<file path="src/pkg/lape_consts.svh">
// register offsets, field positions, reset values and timing counts
`ifndef LAPE_CONSTS_SVH
`define LAPE_CONSTS_SVH
`define LAPE_OFS_CTRL      12'h000
`define LAPE_OFS_STATUS    12'h004
`define LAPE_CTRL_LINK     0
`define LAPE_CTRL_BUSY     1
`define LAPE_CTRL_DATA     2
`define LAPE_ST_STATE      0
`define LAPE_ST_SELFBUSY   2
`define LAPE_ST_REJ        3
`define LAPE_ST_ACKPEND    4
`define LAPE_ST_PEERBUSY   5
`define LAPE_ST_TREC       6
`define LAPE_ST_VS         8
`define LAPE_ST_VA         12
`define LAPE_ST_VR         16
`define LAPE_ST_RC         20
`define LAPE_ST_SEVERE     24
`define LAPE_CTRL_RST      3'h0
`define LAPE_SEQ_RST       3'h0
`define LAPE_WINDOW_K      3'h4
`define LAPE_RETRY_LIMIT   3'h3
`define LAPE_EST_MS        2000
`define LAPE_RTX_MS        1000
`define LAPE_CLK_HZ        50000000
`define LAPE_TICK_CYCLES   (`LAPE_CLK_HZ / 1000)
`define LAPE_CTRL_LINK_RESET_COMMAND     8'h2F
`define LAPE_CTRL_UA       8'h63
`define LAPE_PF_MASK       8'hEF
`endif

</file>
<file path="src/pkg/lape_pkg.sv">
// types shared by the link access protocol engine
`default_nettype none
package lape_pkg;
	typedef enum logic [1:0] {
		lape_idle   = 2'b00,
		lape_await  = 2'b01,
		lape_active = 2'b10
	} lape_state_t;
	typedef enum logic [1:0] {
		lape_rr  = 2'b00,
		lape_rnr = 2'b01,
		lape_rej = 2'b10
	} lape_skind_t;
endpackage
`default_nettype wire

</file>
<file path="src/core/lape_engine.sv">
// link access protocol engine: windowed sender, receiver, timer, apb regs
// Notes on behaviour
// rr means own receiver free, rnr busy, rej new reject and free
// reset command only for establishment and re-establishment, ack only answers it
// new link flag on reset command and ack; more bit always zero
// sent command has c/r 0, response 1; received command has 1
// states idle, awaiting link and active
// self busy set by higher layer only; discards information frames
// out of sequence frame sets reject and is dropped; in sequence clears
// ack pending set on accept, cleared once acknowledged
// peer busy set by rnr, cleared by rr or rej
// establish 2.0 s and retransmit 1.0 s share one counter
// start of running timer ignored; stop resets; restart is both
// send, ack and receive variables are 3 bits, wrap modulo 8
// at most four unacknowledged information frames
// window sending only when active, peer free, no timer recovery
// frame carries send variable, which then increments; timer starts
// ack number outside ack..send span forces re-establishment
// new ack updates ack variable, stops timer, restarts if pending
// rnr stops sending and starts timer; rr or rej resume
// rej loads send variable from its ack number for resend
// retransmit expiry enters recovery, polls, restarts timer
// recovery blocks sending; final response reloads both variables
// further expiry counts retries; beyond three re-establishes
// re-establish sends polled reset command, zeroes all state
// start idle with zero variables and clear conditions
// in sequence frame while free is delivered, receive var increments
// retry count cleared on entering or leaving recovery and on reset
// timer periods come from a prescaled tick with parameter reloads
`timescale 1ns/1ns
`default_nettype none
`include "lape_consts.svh"
module lape_engine #(
	parameter int          TICK_CYCLES = `LAPE_TICK_CYCLES,
	parameter logic [11:0] EST_TICKS   = 12'(`LAPE_EST_MS),
	parameter logic [11:0] RTX_TICKS   = 12'(`LAPE_RTX_MS)
) (
	input  wire logic        pclk,
	input  wire logic        presetn,
	input  wire logic        psel,
	input  wire logic        penable,
	input  wire logic        pwrite,
	input  wire logic [11:0] paddr,
	input  wire logic [31:0] pwdata,
	output var  logic [31:0] prdata,
	output var  logic        pready,
	output var  logic        pslverr,
	input  wire logic        rx_valid,
	input  wire logic [7:0]  rx_ctrl,
	input  wire logic        rx_cr,
	output var  logic        rx_deliver,
	output var  logic [2:0]  rx_deliver_seq,
	output var  logic        tx_valid,
	input  wire logic        tx_ready,
	output var  logic [7:0]  tx_ctrl,
	output var  logic        tx_cr,
	output var  logic        tx_nlf,
	output var  logic        tx_more
);
	lape_pkg::lape_state_t st_q;
	logic [2:0]  vs_q, va_q, vr_q, rc_q;
	logic        sb_q, sb_prev_q, rej_q, ackp_q, pbusy_q, trec_q, sev_q;
	logic [2:0]  ctrl_q;
	logic        p_ua_q, p_link_reset_command_q, p_sup_q, p_poll_q;
	logic [1:0]  p_kind_q;
	logic        p_pf_q, p_cmd_q;
	logic        tx_valid_q, tx_cr_q, tx_nlf_q, deliv_q;
	logic [7:0]  tx_ctrl_q;
	logic [2:0]  deliv_seq_q;
	logic [31:0] prdata_q;
	logic [15:0] pre_q;
	logic        tick, run_q, tmo;
	logic [11:0] cnt_q;
	logic        t_stop, t_start, t_est;

	// modulo 8 distance from b up to a
	function automatic logic [2:0] sdiff(input logic [2:0] a,
		input logic [2:0] b);
		sdiff = a - b;
	endfunction

	// supervisory control byte with ack number and poll/final bit
	function automatic logic [7:0] sframe(input logic [1:0] kind,
		input logic [2:0] nr, input logic pf);
		sframe = {nr, pf, kind, 2'b01};
	endfunction

	// received frame decode
	logic       rx_i, rx_rr, rx_rnr, rx_rej, rx_sup, rx_link_reset_command, rx_ua;
	logic       rx_pf, has_nr, nr_ok, act, reest, go_await;
	logic [2:0] rx_nr, rx_ns;
	assign rx_i    = rx_valid && !rx_ctrl[0];
	assign rx_sup  = rx_valid && (rx_ctrl[1:0] == 2'b01);
	assign rx_rr   = rx_sup && (rx_ctrl[3:2] == lape_pkg::lape_rr);
	assign rx_rnr  = rx_sup && (rx_ctrl[3:2] == lape_pkg::lape_rnr);
	assign rx_rej  = rx_sup && (rx_ctrl[3:2] == lape_pkg::lape_rej);
	assign rx_link_reset_command = rx_valid && rx_cr &&
		((rx_ctrl & `LAPE_PF_MASK) == `LAPE_CTRL_LINK_RESET_COMMAND);
	assign rx_ua   = rx_valid && !rx_cr &&
		((rx_ctrl & `LAPE_PF_MASK) == `LAPE_CTRL_UA);
	assign rx_pf   = rx_ctrl[4];
	assign rx_nr   = rx_ctrl[7:5];
	assign rx_ns   = rx_ctrl[3:1];
	assign has_nr  = rx_i || rx_rr || rx_rnr || rx_rej;
	// ack number must lie between ack and send variables
	assign nr_ok   = sdiff(rx_nr, va_q) <= sdiff(vs_q, va_q);
	assign act     = (st_q == lape_pkg::lape_active) && !rx_link_reset_command;
	assign reest   = act && ((has_nr && !nr_ok) ||
		(tmo && trec_q && (rc_q == `LAPE_RETRY_LIMIT)));
	assign go_await = (st_q == lape_pkg::lape_idle) &&
		ctrl_q[`LAPE_CTRL_LINK] && !rx_valid;

	// transmit arbitration: unnumbered first, then supervisory and poll, then data, then a lone ack
	logic tx_free, can_i, snd_i, take_sup, take_poll, take_ack;
	logic take_ua, take_link_reset_command;
	assign tx_free   = !tx_valid_q || tx_ready;
	assign can_i     = (st_q == lape_pkg::lape_active) && !pbusy_q &&
		!trec_q && ctrl_q[`LAPE_CTRL_DATA] &&
		(sdiff(vs_q, va_q) < `LAPE_WINDOW_K);
	assign take_ua   = tx_free && p_ua_q;
	assign take_link_reset_command = tx_free && !p_ua_q && p_link_reset_command_q;
	assign take_sup  = tx_free && !p_ua_q && !p_link_reset_command_q && p_sup_q;
	assign take_poll = tx_free && !p_ua_q && !p_link_reset_command_q && !p_sup_q &&
		p_poll_q;
	assign snd_i     = tx_free && !p_ua_q && !p_link_reset_command_q && !p_sup_q &&
		!p_poll_q && can_i && !reest;
	assign take_ack  = tx_free && !p_ua_q && !p_link_reset_command_q && !p_sup_q &&
		!p_poll_q && !can_i && ackp_q &&
		(st_q == lape_pkg::lape_active);

	// millisecond tick; one prescaler keeps the period counter narrow
	always_ff @(posedge pclk or negedge presetn) begin
		if (!presetn) begin
			pre_q <= 16'h0000;
		end else if (pre_q == 16'(TICK_CYCLES - 1)) begin
			pre_q <= 16'h0000;
		end else begin
			pre_q <= pre_q + 16'h0001;
		end
	end
	assign tick = (pre_q == 16'(TICK_CYCLES - 1));
	assign tmo  = run_q && tick && (cnt_q == 12'h001);

	// timer commands; stop plus start in one cycle is a restart
	always_comb begin
		t_stop  = 1'b0;
		t_start = 1'b0;
		t_est   = 1'b0;
		if (rx_link_reset_command) begin
			t_stop = 1'b1;
		end else if (reest || go_await) begin
			t_stop  = 1'b1;
			t_start = 1'b1;
			t_est   = 1'b1;
		end else if (st_q == lape_pkg::lape_await) begin
			if (rx_ua) begin
				t_stop = 1'b1;
			end else if (tmo) begin
				t_start = 1'b1; // repeat the reset command
				t_est   = 1'b1;
			end
		end else if (st_q == lape_pkg::lape_active) begin
			if (tmo) begin
				t_start = 1'b1;
			end else if (has_nr) begin
				if (trec_q) begin
					if (rx_sup && rx_pf && !rx_cr) begin
						t_stop  = 1'b1;
						t_start = rx_nr != vs_q;
					end
				end else if (rx_nr != va_q) begin
					t_stop  = 1'b1;
					t_start = rx_nr != vs_q;
				end
				if (rx_rnr) begin
					t_start = 1'b1;
				end
			end
			if (snd_i) begin
				t_start = 1'b1;
			end
		end
	end

	// single shared period counter for both timeouts
	always_ff @(posedge pclk or negedge presetn) begin
		if (!presetn) begin
			run_q <= 1'b0;
			cnt_q <= 12'h000;
		end else if (t_start && (t_stop || tmo || !run_q)) begin
			run_q <= 1'b1;
			cnt_q <= t_est ? EST_TICKS : RTX_TICKS;
		end else if (t_stop || tmo) begin
			run_q <= 1'b0;
			cnt_q <= 12'h000;
		end else if (run_q && tick) begin
			cnt_q <= cnt_q - 12'h001;
		end
	end

	// link state, sequence variables and conditions
	always_ff @(posedge pclk or negedge presetn) begin
		if (!presetn) begin
			st_q      <= lape_pkg::lape_idle;
			vs_q      <= `LAPE_SEQ_RST;
			va_q      <= `LAPE_SEQ_RST;
			vr_q      <= `LAPE_SEQ_RST;
			rc_q      <= `LAPE_SEQ_RST;
			rej_q     <= 1'b0;
			ackp_q    <= 1'b0;
			pbusy_q   <= 1'b0;
			trec_q    <= 1'b0;
			sb_prev_q <= 1'b0;
			p_ua_q    <= 1'b0;
			p_link_reset_command_q  <= 1'b0;
			p_sup_q   <= 1'b0;
			p_poll_q  <= 1'b0;
			p_kind_q  <= lape_pkg::lape_rr;
			p_pf_q    <= 1'b0;
			p_cmd_q   <= 1'b0;
		end else begin
			sb_prev_q <= sb_q;
			// clear what was sent first; later sets win
			if (take_ua) p_ua_q <= 1'b0;
			if (take_link_reset_command) p_link_reset_command_q <= 1'b0;
			if (take_sup) p_sup_q <= 1'b0;
			if (take_poll) p_poll_q <= 1'b0;
			if (take_sup || take_poll || snd_i || take_ack) begin
				ackp_q <= 1'b0;
			end
			if (snd_i) begin
				vs_q <= vs_q + 3'h1;
			end
			// self busy change is told to the peer as a command
			if (act && (sb_q != sb_prev_q)) begin
				p_sup_q  <= 1'b1;
				p_kind_q <= sb_q ? lape_pkg::lape_rnr : lape_pkg::lape_rr;
				p_pf_q   <= 1'b0;
				p_cmd_q  <= 1'b1;
			end
			case (st_q)
				lape_pkg::lape_idle: begin
					if (rx_i && rx_pf && rx_cr) begin
						st_q     <= lape_pkg::lape_active; // peer opens
						p_sup_q  <= 1'b1;
						p_kind_q <= sb_q ? lape_pkg::lape_rnr :
							lape_pkg::lape_rr;
						p_pf_q   <= 1'b1;
						p_cmd_q  <= 1'b0;
					end else if (go_await) begin
						st_q     <= lape_pkg::lape_await;
						p_link_reset_command_q <= 1'b1;
					end
				end
				lape_pkg::lape_await: begin
					if (rx_ua) begin
						st_q <= lape_pkg::lape_active;
					end else if (tmo) begin
						p_link_reset_command_q <= 1'b1;
					end
				end
				lape_pkg::lape_active: begin
					if (reest) begin
						st_q     <= lape_pkg::lape_await;
						p_link_reset_command_q <= 1'b1;
						p_sup_q  <= 1'b0;
						p_poll_q <= 1'b0;
						vs_q     <= `LAPE_SEQ_RST;
						va_q     <= `LAPE_SEQ_RST;
						vr_q     <= `LAPE_SEQ_RST;
						rc_q     <= `LAPE_SEQ_RST;
						rej_q    <= 1'b0;
						ackp_q   <= 1'b0;
						pbusy_q  <= 1'b0;
						trec_q   <= 1'b0;
					end else if (tmo) begin
						p_poll_q <= 1'b1;
						if (!trec_q) begin
							trec_q <= 1'b1;
							rc_q   <= `LAPE_SEQ_RST;
						end else begin
							rc_q <= rc_q + 3'h1;
						end
					end
					if (!reest && has_nr) begin
						if (trec_q && rx_sup && rx_pf && !rx_cr) begin
							trec_q <= 1'b0;
							rc_q   <= `LAPE_SEQ_RST;
							va_q   <= rx_nr;
							vs_q   <= rx_nr;
						end else begin
							va_q <= rx_nr;
							if (rx_rej && !trec_q) begin
								vs_q <= rx_nr;
							end
						end
						if (rx_rnr) begin
							pbusy_q <= 1'b1;
						end else if (rx_rr || rx_rej) begin
							pbusy_q <= 1'b0;
						end
					end
					// receiver side of information frames
					if (!reest && rx_i && !sb_q) begin
						if (rx_ns == vr_q) begin
							vr_q   <= vr_q + 3'h1;
							rej_q  <= 1'b0;
							ackp_q <= 1'b1;
						end else begin
							rej_q    <= 1'b1;
							p_sup_q  <= 1'b1;
							p_kind_q <= rej_q ? lape_pkg::lape_rr :
								lape_pkg::lape_rej;
							p_pf_q   <= 1'b0;
							p_cmd_q  <= 1'b0;
						end
					end
					// answer a poll with the final bit
					if (!reest && (rx_rr || rx_rnr || rx_i) &&
						rx_cr && rx_pf) begin
						p_sup_q  <= 1'b1;
						p_kind_q <= sb_q ? lape_pkg::lape_rnr :
							lape_pkg::lape_rr;
						p_pf_q   <= 1'b1;
						p_cmd_q  <= 1'b0;
					end
				end
				default: begin
					st_q <= lape_pkg::lape_idle;
				end
			endcase
			// peer reset: zero everything and answer with the ack
			if (rx_link_reset_command) begin
				st_q     <= lape_pkg::lape_active;
				p_ua_q   <= 1'b1;
				p_link_reset_command_q <= 1'b0;
				p_sup_q  <= 1'b0;
				p_poll_q <= 1'b0;
				vs_q     <= `LAPE_SEQ_RST;
				va_q     <= `LAPE_SEQ_RST;
				vr_q     <= `LAPE_SEQ_RST;
				rc_q     <= `LAPE_SEQ_RST;
				rej_q    <= 1'b0;
				ackp_q   <= 1'b0;
				pbusy_q  <= 1'b0;
				trec_q   <= 1'b0;
			end
		end
	end

	// transmit frame register; held until the framer takes it
	always_ff @(posedge pclk or negedge presetn) begin
		if (!presetn) begin
			tx_valid_q <= 1'b0;
			tx_ctrl_q  <= 8'h00;
			tx_cr_q    <= 1'b0;
			tx_nlf_q   <= 1'b0;
		end else if (tx_free) begin
			tx_valid_q <= take_ua || take_link_reset_command || take_sup || take_poll ||
				snd_i || take_ack;
			tx_nlf_q   <= take_ua || take_link_reset_command;
			if (take_ua) begin
				tx_ctrl_q <= `LAPE_CTRL_UA | 8'h10;
				tx_cr_q   <= 1'b1;
			end else if (take_link_reset_command) begin
				tx_ctrl_q <= `LAPE_CTRL_LINK_RESET_COMMAND | 8'h10;
				tx_cr_q   <= 1'b0;
			end else if (take_sup) begin
				tx_ctrl_q <= sframe(p_kind_q, vr_q, p_pf_q);
				tx_cr_q   <= !p_cmd_q;
			end else if (take_poll) begin
				tx_ctrl_q <= sframe(sb_q ? lape_pkg::lape_rnr :
					lape_pkg::lape_rr, vr_q, 1'b1);
				tx_cr_q   <= 1'b0;
			end else if (snd_i) begin
				tx_ctrl_q <= {vr_q, 1'b0, vs_q, 1'b0};
				tx_cr_q   <= 1'b0;
			end else begin
				tx_ctrl_q <= sframe(sb_q ? lape_pkg::lape_rnr :
					lape_pkg::lape_rr, vr_q, 1'b0);
				tx_cr_q   <= 1'b1;
			end
		end
	end
	assign tx_valid = tx_valid_q;
	assign tx_ctrl  = tx_ctrl_q;
	assign tx_cr    = tx_cr_q;
	assign tx_nlf   = tx_nlf_q;
	assign tx_more  = 1'b0; // no split frames

	// delivery strobe to the higher layer
	always_ff @(posedge pclk or negedge presetn) begin
		if (!presetn) begin
			deliv_q     <= 1'b0;
			deliv_seq_q <= 3'h0;
		end else begin
			deliv_q     <= act && !reest && rx_i && !sb_q &&
				(rx_ns == vr_q);
			deliv_seq_q <= rx_ns;
		end
	end
	assign rx_deliver     = deliv_q;
	assign rx_deliver_seq = deliv_seq_q;

	// apb slave, zero wait; unmapped addresses answer with an error
	logic setup, wr, hit_ctrl, hit_st;
	assign setup    = psel && !penable;
	assign wr       = psel && penable && pwrite;
	assign hit_ctrl = paddr == `LAPE_OFS_CTRL;
	assign hit_st   = paddr == `LAPE_OFS_STATUS;
	assign pready   = 1'b1;
	assign pslverr  = psel && penable && !hit_ctrl && !hit_st;
	assign sb_q     = ctrl_q[`LAPE_CTRL_BUSY];

	// control register: only software moves self busy
	always_ff @(posedge pclk or negedge presetn) begin
		if (!presetn) begin
			ctrl_q <= `LAPE_CTRL_RST;
		end else if (wr && hit_ctrl) begin
			ctrl_q <= pwdata[2:0];
		end
	end

	// severe error sticky; a new error beats the write-one clear
	always_ff @(posedge pclk or negedge presetn) begin
		if (!presetn) begin
			sev_q <= 1'b0;
		end else if (reest) begin
			sev_q <= 1'b1;
		end else if (wr && hit_st && pwdata[`LAPE_ST_SEVERE]) begin
			sev_q <= 1'b0;
		end
	end

	// read data captured in the setup cycle
	always_ff @(posedge pclk or negedge presetn) begin
		if (!presetn) begin
			prdata_q <= 32'h00000000;
		end else if (setup && !pwrite) begin
			prdata_q <= 32'h00000000;
			if (hit_ctrl) begin
				prdata_q[2:0] <= ctrl_q;
			end else if (hit_st) begin
				prdata_q[1:0]                 <= st_q;
				prdata_q[`LAPE_ST_SELFBUSY]   <= sb_q;
				prdata_q[`LAPE_ST_REJ]        <= rej_q;
				prdata_q[`LAPE_ST_ACKPEND]    <= ackp_q;
				prdata_q[`LAPE_ST_PEERBUSY]   <= pbusy_q;
				prdata_q[`LAPE_ST_TREC]       <= trec_q;
				prdata_q[`LAPE_ST_VS +: 3]    <= vs_q;
				prdata_q[`LAPE_ST_VA +: 3]    <= va_q;
				prdata_q[`LAPE_ST_VR +: 3]    <= vr_q;
				prdata_q[`LAPE_ST_RC +: 3]    <= rc_q;
				prdata_q[`LAPE_ST_SEVERE]     <= sev_q;
			end
		end
	end
	assign prdata = prdata_q;
endmodule
`default_nettype wire

</file>
<file path="config.mk">
export PLATFORM = sky130hd
export DESIGN_NAME = lape_engine
export DESIGN_NICKNAME = d
export VERILOG_FILES = /design/src/pkg/lape_pkg.sv /design/src/core/lape_engine.sv
export VERILOG_INCLUDE_DIRS = /design/src /design/src/pkg
export SDC_FILE = /design/constraint.sdc
export NUM_CORES = 1
export LEC_CHECK = 0
export BUFFER_PORTS_ARGS = -buffer_cell sky130_fd_sc_hd__buf_4
export CORE_UTILIZATION = 34
export CTS_BUF_LIST = sky130_fd_sc_hd__clkbuf_8
export DETAILED_ROUTE_END_ITERATION = 6
export SETUP_SLACK_MARGIN = 0.02
export SYNTH_ARGS = -nofsm -noshare
export SYNTH_HDL_FRONTEND = slang
export SYNTH_SLANG_ARGS = --single-unit
</file>
<file path="constraint.sdc">
create_clock -name pclk -period 3.31 [get_ports pclk]
set_input_delay 0.4965 -clock pclk [delete_from_list [all_inputs] [get_ports pclk]]
set_output_delay 0.4965 -clock pclk [all_outputs]
set_load 0.01 [all_outputs]
</file>
==> results of run 1 <==
==> state kept, by name (all words and copies together) (netlist names), 2 cells and up <==
signal          flops
cnt_q              12
ctrl_q              3
p_kind_q            2
prdata             20
pre_q              16
rc_q                3
rx_deliver_seq      3
st_q                2
tx_ctrl             8
va_q                3
vr_q                3
vs_q                3
==> critical path: stages, from the launching register on <==
cell and delay [ns]:
dfrtp_1 0.43, ha_1 0.20, inv_1 0.06, fa_1 0.42, ha_1 0.31, nor2b_1 0.13, o21a_1 0.16, o211ai_1 0.16
buf_4 0.17, a21oi_4 0.08, o31a_4 0.37, o21ai_4 0.18, buf_12 0.15, o21ai_0 0.08, o2bb2ai_1 0.15
==> what timing repair did <==
item | 4_1_cts | 5_1_grt
resized for setup | 0 | 8
setup buffers | 0 | 1
setup endpoints to repair | 0 | 15
==> logic make-up after synthesis <==
family / count (synthesis) / share of synthesized area, %
adder cells (fa/ha/maj): 16 / 4.14
flip-flops: 95 / 45.8
AO/OA/AOI/OAI: 128 / 18.3
AND/OR/NAND/NOR: 193 / 19.4
buffers and inverters: 59 / 5.52
other: 2 / 0.145
multiplexers: 11 / 2.24
XOR/XNOR: 25 / 4.50
==> how the worst max path moves through the flow <==
stage | slack [ns] | cells past startpoint | startpoint | to
after floorplan | 0.04 | 14 | rx_ctrl[5] | cnt_q[6]
after global placement | -0.04 | 16 | rx_ctrl[5] | rc_q[0]
after detailed placement | -0.09 | 16 | rx_ctrl[5] | rc_q[0]
after CTS | 0.08 | 14 | va_q[0] | rc_q[0]
after global routing | -0.03 | 14 | va_q[0] | cnt_q[3]
final | 0.14 | 14 | va_q[0] | cnt_q[9]
==> routing by layer <==
layer	routed length, um	GRT usage [%]	vias up	share of wire, %
li1	-	-	2062	-
met1	5670	21.9	2112	45
met2	6060	28.5	115	48
met3	617	3.38	24	4.9
met4	325	7.89	0	2.6
met5	0	0	-	0
==> cells in the final DEF, fill, tap and decap left out, types with 5 or more instances in the layout <==
cell type / netlist / final
nor2_1: 51 / 51
mux2_2: 5 / 5
or3_1: 6 / 6
a31oi_1: 7 / 7
xnor2_1: 11 / 11
a22o_1: 26 / 26
o31ai_1: 7 / 7
nand2b_1: 5 / 5
nor3_1: 19 / 17
nand2_1: 45 / 44
and3_1: 6 / 6
o21ai_0: 24 / 23
dfrtp_1: 95 / 95
conb_1: 2 / 14
clkbuf_8: 0 / 13
mux2i_1: 6 / 6
inv_1: 22 / 23
ha_1: 14 / 14
nand3_1: 22 / 22
xor2_1: 13 / 13
a21oi_1: 21 / 21
buf_4: 14 / 103
==> power groups by stage <==
stage | Clock [mW] | Sequential (mW) | Combinational [mW]
after floorplan | 0 | 1.49 | 1.07
after CTS | 0.781 | 1.53 | 1.59
after global routing | 0.829 | 1.57 | 1.81
after global placement | 0 | 1.55 | 1.54
final | 0.761 | 1.54 | 1.63
after detailed placement | 0 | 1.55 | 1.58
==> area by class of cell <==
type / instances / area [um^2] / area share, %
clock buffer: 13 / 179 / 2.84
clock inverter: 3 / 16.3 / 0.258
inverter: 22 / 82.6 / 1.31
multi-input combinational: 387 / 2620 / 41.6
sequential: 95 / 2380 / 37.7
tap: 184 / 230 / 3.66
timing repair buffer: 104 / 793 / 12.6
==> through the flow <==
step | util [%] | setup WS (ns)
floorplan | - | 0.0438
global placement | 41.2 | -0.0404
detailed placement | 41.2 | -0.0885
CTS | 42.5 | 0.0824
global route | 42.8 | -0.0315
finish | 42.8 | 0.137
==> metrics.yaml, run 1 <==
critical_path:
  r2r_start: "va_q[0]"
  critPathKind: "reg2reg"
  worstPathMaxFanout: 14
  cp.arrival_ns: 3.44
  required_ns: 3.58
  critPathLaunchType: "register"
  worstReg2RegEnd: "cnt_q[9]"
  ff2ff_setup_slack_ns: 0.14
  ff2ff_path_depth: 14
  end_kind: "register"
drt:
  vias: 4313
  post_drt_wl_per_cell_um: 15.7
  via_per_inst: 5.34
  drc: 10
  drtIter0Drc: 260
  postRouteAntennaNets: 0
  totalWireLength_um: 12700
  firstDrtPassIters: 6
synth:
  synthArstFlopShare_pct: 100
  synth_area_um2: 5190
  synth_area_leader_cell: "dfrtp_1"
  ys_ff_latch: 95
  netlist.area_leader.share_pct: 45.8
  syn_inst: 529
  synthDistinctLibCells: 72
  yosysMostFrequentCell: "dfrtp_1"
  synth_common_cells: "dfrtp_1 (95), nor2_1 (51), nand2_1 (45), a22o_1 (26), o21ai_0 (24)"
  seq_area_frac_synth_pct: 45.8
  synth_area_leaders: "dfrtp_1 (46%), a22o_1 (4.4%), nor2_1 (3.7%)"
  yosys_warnings: 0
  synth_flop_cell: "dfrtp_1"
  synth-edff-count: 0
  syn_avg_cell_area_um2: 9.82
pwr:
  netSwitchingPower_mw: 1.47
  seqPwrFrac_pct: 39.1
  power_mw: 3.93
  p_int_mw: 2.46
  power.share.switching_pct: 37.4
  p_comb_share_pct: 41.5
  p_clk_share_pct: 19.4
  power_leakage_nw: 2.98
  power.density_nw_per_um2: 623
  peakVddDrop_mv: 0.277
cells_and_area:
  drive_gt1_share_pct: 24.7
  num-fill-cells: 1439
  antenna_cells: 0
  instances_no_fill: 808
  stdcell_area_um2: 6300
  finalNetCount: 695
  area_delta_synth_final_pct: 21.3
timing:
  period_needed_ns: 3.17
  max-slew-margin-rel_pct: 43.7
  whs_ns: 0.147
  tightest_slew_ns: 0.843
  finalMaxSlewViolations: 0
  fin_skew_ns: 0.0105
  min_period_over_period_pct: 95.9
  rsz0062_at_grt: "true"
  clock.fmax_mhz: 315
  finalHoldViolations: 0
  setup_tns_ns: 0
  setup_viol: 0
global_routing:
  grt_pass1_vias: 4443
  antenna_found_initial: 0
  grt_pass1_wl_um: 21600
  overflow: 0
  grt.total_usage_pct: 17.3
  grt_max_degree: 55
clock_network:
  cts_made_buffers: 9
  clk_latency_ns: 0.38
  clock_sinks: 95
  htree_num_levels: 3
  postCtsHoldBufs: 0
  cts_tree: "yes"
  path_clk_slew_ns: 0.09
  cts_buffer_depth: 2
  root_buffer: "clkbuf_8"
die:
  coreArea_um2: 14700
  dieArea_um2: 15800
  die_h_um: 126
  ios: 110
  die_w_um: 126
  row_count: 44
  start_util_pct: 35.3
placed_design:
  gp_congestion: 0.878
  dp_cells: 791
  portBuffers: 67
  place_hpwl_um: 9580
  place_area_um2: 6060
run:
  drv_cap: 0
outcome:
  status: "complete, but fails checks"
  violations: "design-rule violations"
min_path:
  min_path_type: "in2async"
Power figures use the tool's default switching activity.
==> inputs of run 2 (changes only) <==
==> constraint.sdc (replaced) <==
create_clock -name pclk -period 3.31 [get_ports pclk]
set_input_delay 0.1655 -clock pclk [delete_from_list [all_inputs] [get_ports pclk]]
set_output_delay 0.1655 -clock pclk [all_outputs]
set_load 0.01 [all_outputs]
==> metrics.yaml, run 2 (synthesis results as in run 1) <==
critical_path:
  slowest_stage: "or4b_4"  # was dfrtp_1
  cpPeakStageDelay_ns: 0.59  # was 0.43 ns
  critPathKind: "reg2reg"  # unchanged
  worstSetupStartpoint: "va_q[0]"  # unchanged
  ff2ff_setup_slack_ns: 0.07  # was 0.14 ns
  r2r_start: "va_q[0]"  # unchanged
  ff2ff_path_depth: 10  # was 14
  crit_chain: "ha_2, fa_2, xor3_1, or4b_4, nor2_2, nand2_2, o31a_4, a211oi_1, nor3_1, a211oi_2"  # was ha_1, inv_1, fa_1, ha_1, nor2b_1, o21a_1, o211ai_1, buf_4, a21oi_4, o31a_4, o21ai_4, buf_12, o21ai_0, o2bb2ai_1
  critPathLaunchType: "register"  # unchanged
  worstPathMaxFanout: 3  # was 14
  worstReg2RegEnd: "cnt_q[5]"  # was cnt_q[9]
  cp.arrival_ns: 3.53  # was 3.44 ns
  crit_end: "cnt_q[5]"  # was cnt_q[9]
  required_ns: 3.61  # was 3.58 ns
  end_kind: "register"  # unchanged
cells_and_area:
  finalNetCount: 694  # was 695
  final_core_util_pct: 43.1  # was 42.8%
  largest_reg_flops: 20  # unchanged
  antenna_cells: 0  # unchanged
  layout_common_cells: "dfrtp_1 (95), buf_4 (95), nor2_1 (49)"  # was buf_4 (103), dfrtp_1 (95), nor2_1 (51)
  area_delta_synth_final_pct: 22.0  # was 21.3%
  drive_gt1_share_pct: 24.6  # was 24.7%
drt:
  via_per_inst: 5.24  # was 5.34
  post_drt_wl_per_cell_um: 15.8  # was 15.7 um
  drc: 10  # unchanged
  top_layer_used: "met4"  # unchanged
  dr_wl_met2_um: 6120  # was 6060 um
  drtIter0Drc: 200  # was 260
  postRouteAntennaNets: 0  # unchanged
  drt-met1-wl_um: 5980  # was 5670 um
  totalWireLength_um: 12700  # about the same
  vias: 4232  # was 4313
  dr_wl_met3_um: 464  # was 617 um
  firstDrtPassIters: 7  # was 6
placed_design:
  place_ws_ns: 0.0844  # was -0.0885 ns
  place_hpwl_um: 9510  # was 9580 um
  portBuffers: 67  # unchanged
  gp_congestion: 0.851  # was 0.878
timing:
  min_period_over_period_pct: 97.8  # was 95.9%
  fin_skew_ns: 0.0110  # was 0.0105 ns
  clock.fmax_mhz: 309  # was 315 MHz
  finalWorstSetupSlack_ns: 0.0728  # was 0.137 ns
  finalMaxSlewViolations: 0  # unchanged
  max-slew-margin-rel_pct: 46.0  # was 43.7%
  tightest_slew_ns: 0.808  # was 0.843 ns
  setup_viol: 0  # unchanged
  period_needed_ns: 3.24  # was 3.17 ns
  rsz0062_at_grt: "true"  # unchanged
  finalHoldViolations: 0  # unchanged
clock_network:
  htree_num_levels: 3  # unchanged
  clk_latency_ns: 0.37  # was 0.38 ns
  cts_buffer_depth: 2  # unchanged
  cts_made_buffers: 9  # unchanged
  root_buffer: "clkbuf_8"  # unchanged
  cts_tree: "yes"  # unchanged
  path_clk_slew_ns: 0.09  # about the same
  clock_sinks: 95  # unchanged
global_routing:
  grt.total_usage_pct: 16.9  # was 17.3%
  grt_max_degree: 58  # was 55
  grt_pass1_wl_um: 21200  # was 21600 um
  grt_pass1_vias: 4358  # was 4443
  overflow: 0  # unchanged
  antenna_found_initial: 0  # unchanged
outcome:
  status: "complete, but fails checks"  # unchanged
  violations: "design-rule violations"  # unchanged
min_path:
  min_path_type: "in2reg"  # was in2async
die:
  dieArea_um2: 15800  # unchanged
  die_w_um: 126  # unchanged
  row_count: 44  # unchanged
  start_util_pct: 35.3  # unchanged
  coreArea_um2: 14700  # unchanged
  ios: 110  # unchanged
  die_h_um: 126  # unchanged
run:
  drv_cap: 0  # unchanged
pwr:
  power.density_nw_per_um2: 620  # was 623 nW/um^2
  power_leakage_nw: 2.98  # about the same
  peakVddDrop_mv: 0.238  # was 0.277 mV
==> run 2: changes by cell type in the layout (fill, tap and decap cells not counted), moves of 2 or more <==
cell / change
ha_1: -2
nor2_2: +2
clkbuf_8: -3
buf_4: -8
nor2_1: -2
dlygate4sd3_1: +4
==> run 2: stage by stage <==
step / hold slack (ns) / TNS (ns) / power (mW) / instance area [um^2] / instances
after floorplan: -0.130 / 0 / 2.56 / 5240 / 541
after global placement: 0.266 / 0 / 3.07 / 6000 / 784
after detailed placement: 0.272 / 0 / 3.10 / 6000 / 784
after CTS: 0.0217 / 0 / 3.81 / 6210 / 804
after global routing: 0.0346 / -0.108 / 4.23 / 6340 / 807
final: 0.0411 / 0 / 3.93 / 6340 / 807
==> run 2: timing repair <==
action / 4_1_cts / 5_1_grt
hold buffers: 4 / 0
resized for setup: 0 / 17
buffers inserted: 0 / 2
endpoints found under the hold margin: 58 / 0
setup endpoints to repair: 0 / 16
==> run 2: layer usage <==
| metal | GRT usage (%) | vias to the layer above |
|---|---|---|
| met4 | 5.67 | 0 |
| li1 | - | 2052 |
| met1 | 22.1 | 2079 |
| met5 | 0 | - |
| met3 | 2.70 | 13 |
| met2 | 28.4 | 88 |
==> run 2: worst max-delay path, delay by kind of cell, from the launching register on <==
family          cells  cell delay (ns)
fa+ha+maj           2             0.52
flops               1             0.42
xor+xnor            1             0.39
compound gates      3             0.88
simple gates        4             0.97
==> run 2: final cells by class <==
type	count	area, um^2
timing repair buffer	103	830
clock inverter	6	30.0
multi-input combinational	387	2650
tap	184	230
clock buffer	10	138
sequential	95	2380
fill	1414	8360
inverter	22	82.6
==> run 2: where the power goes <==
group / switching (mW) / total, mW / internal (mW)
clock network: 0.393 / 0.678 / 0.285
logic: 0.892 / 1.72 / 0.823
registers: 0.197 / 1.53 / 1.34
==> run 2: worst min path at each step <==
stage          startpoint         end  cells past startpoint
6_report        pwdata[2]   ctrl_q[2]                      2
3_5_place_dp      presetn  prdata[16]                      1
3_3_place_gp      presetn   prdata[6]                      1
2_1_floorplan     presetn      ackp_q                      0
5_1_grt         pwdata[0]   ctrl_q[0]                      2
4_1_cts         pwdata[2]   ctrl_q[2]                      2
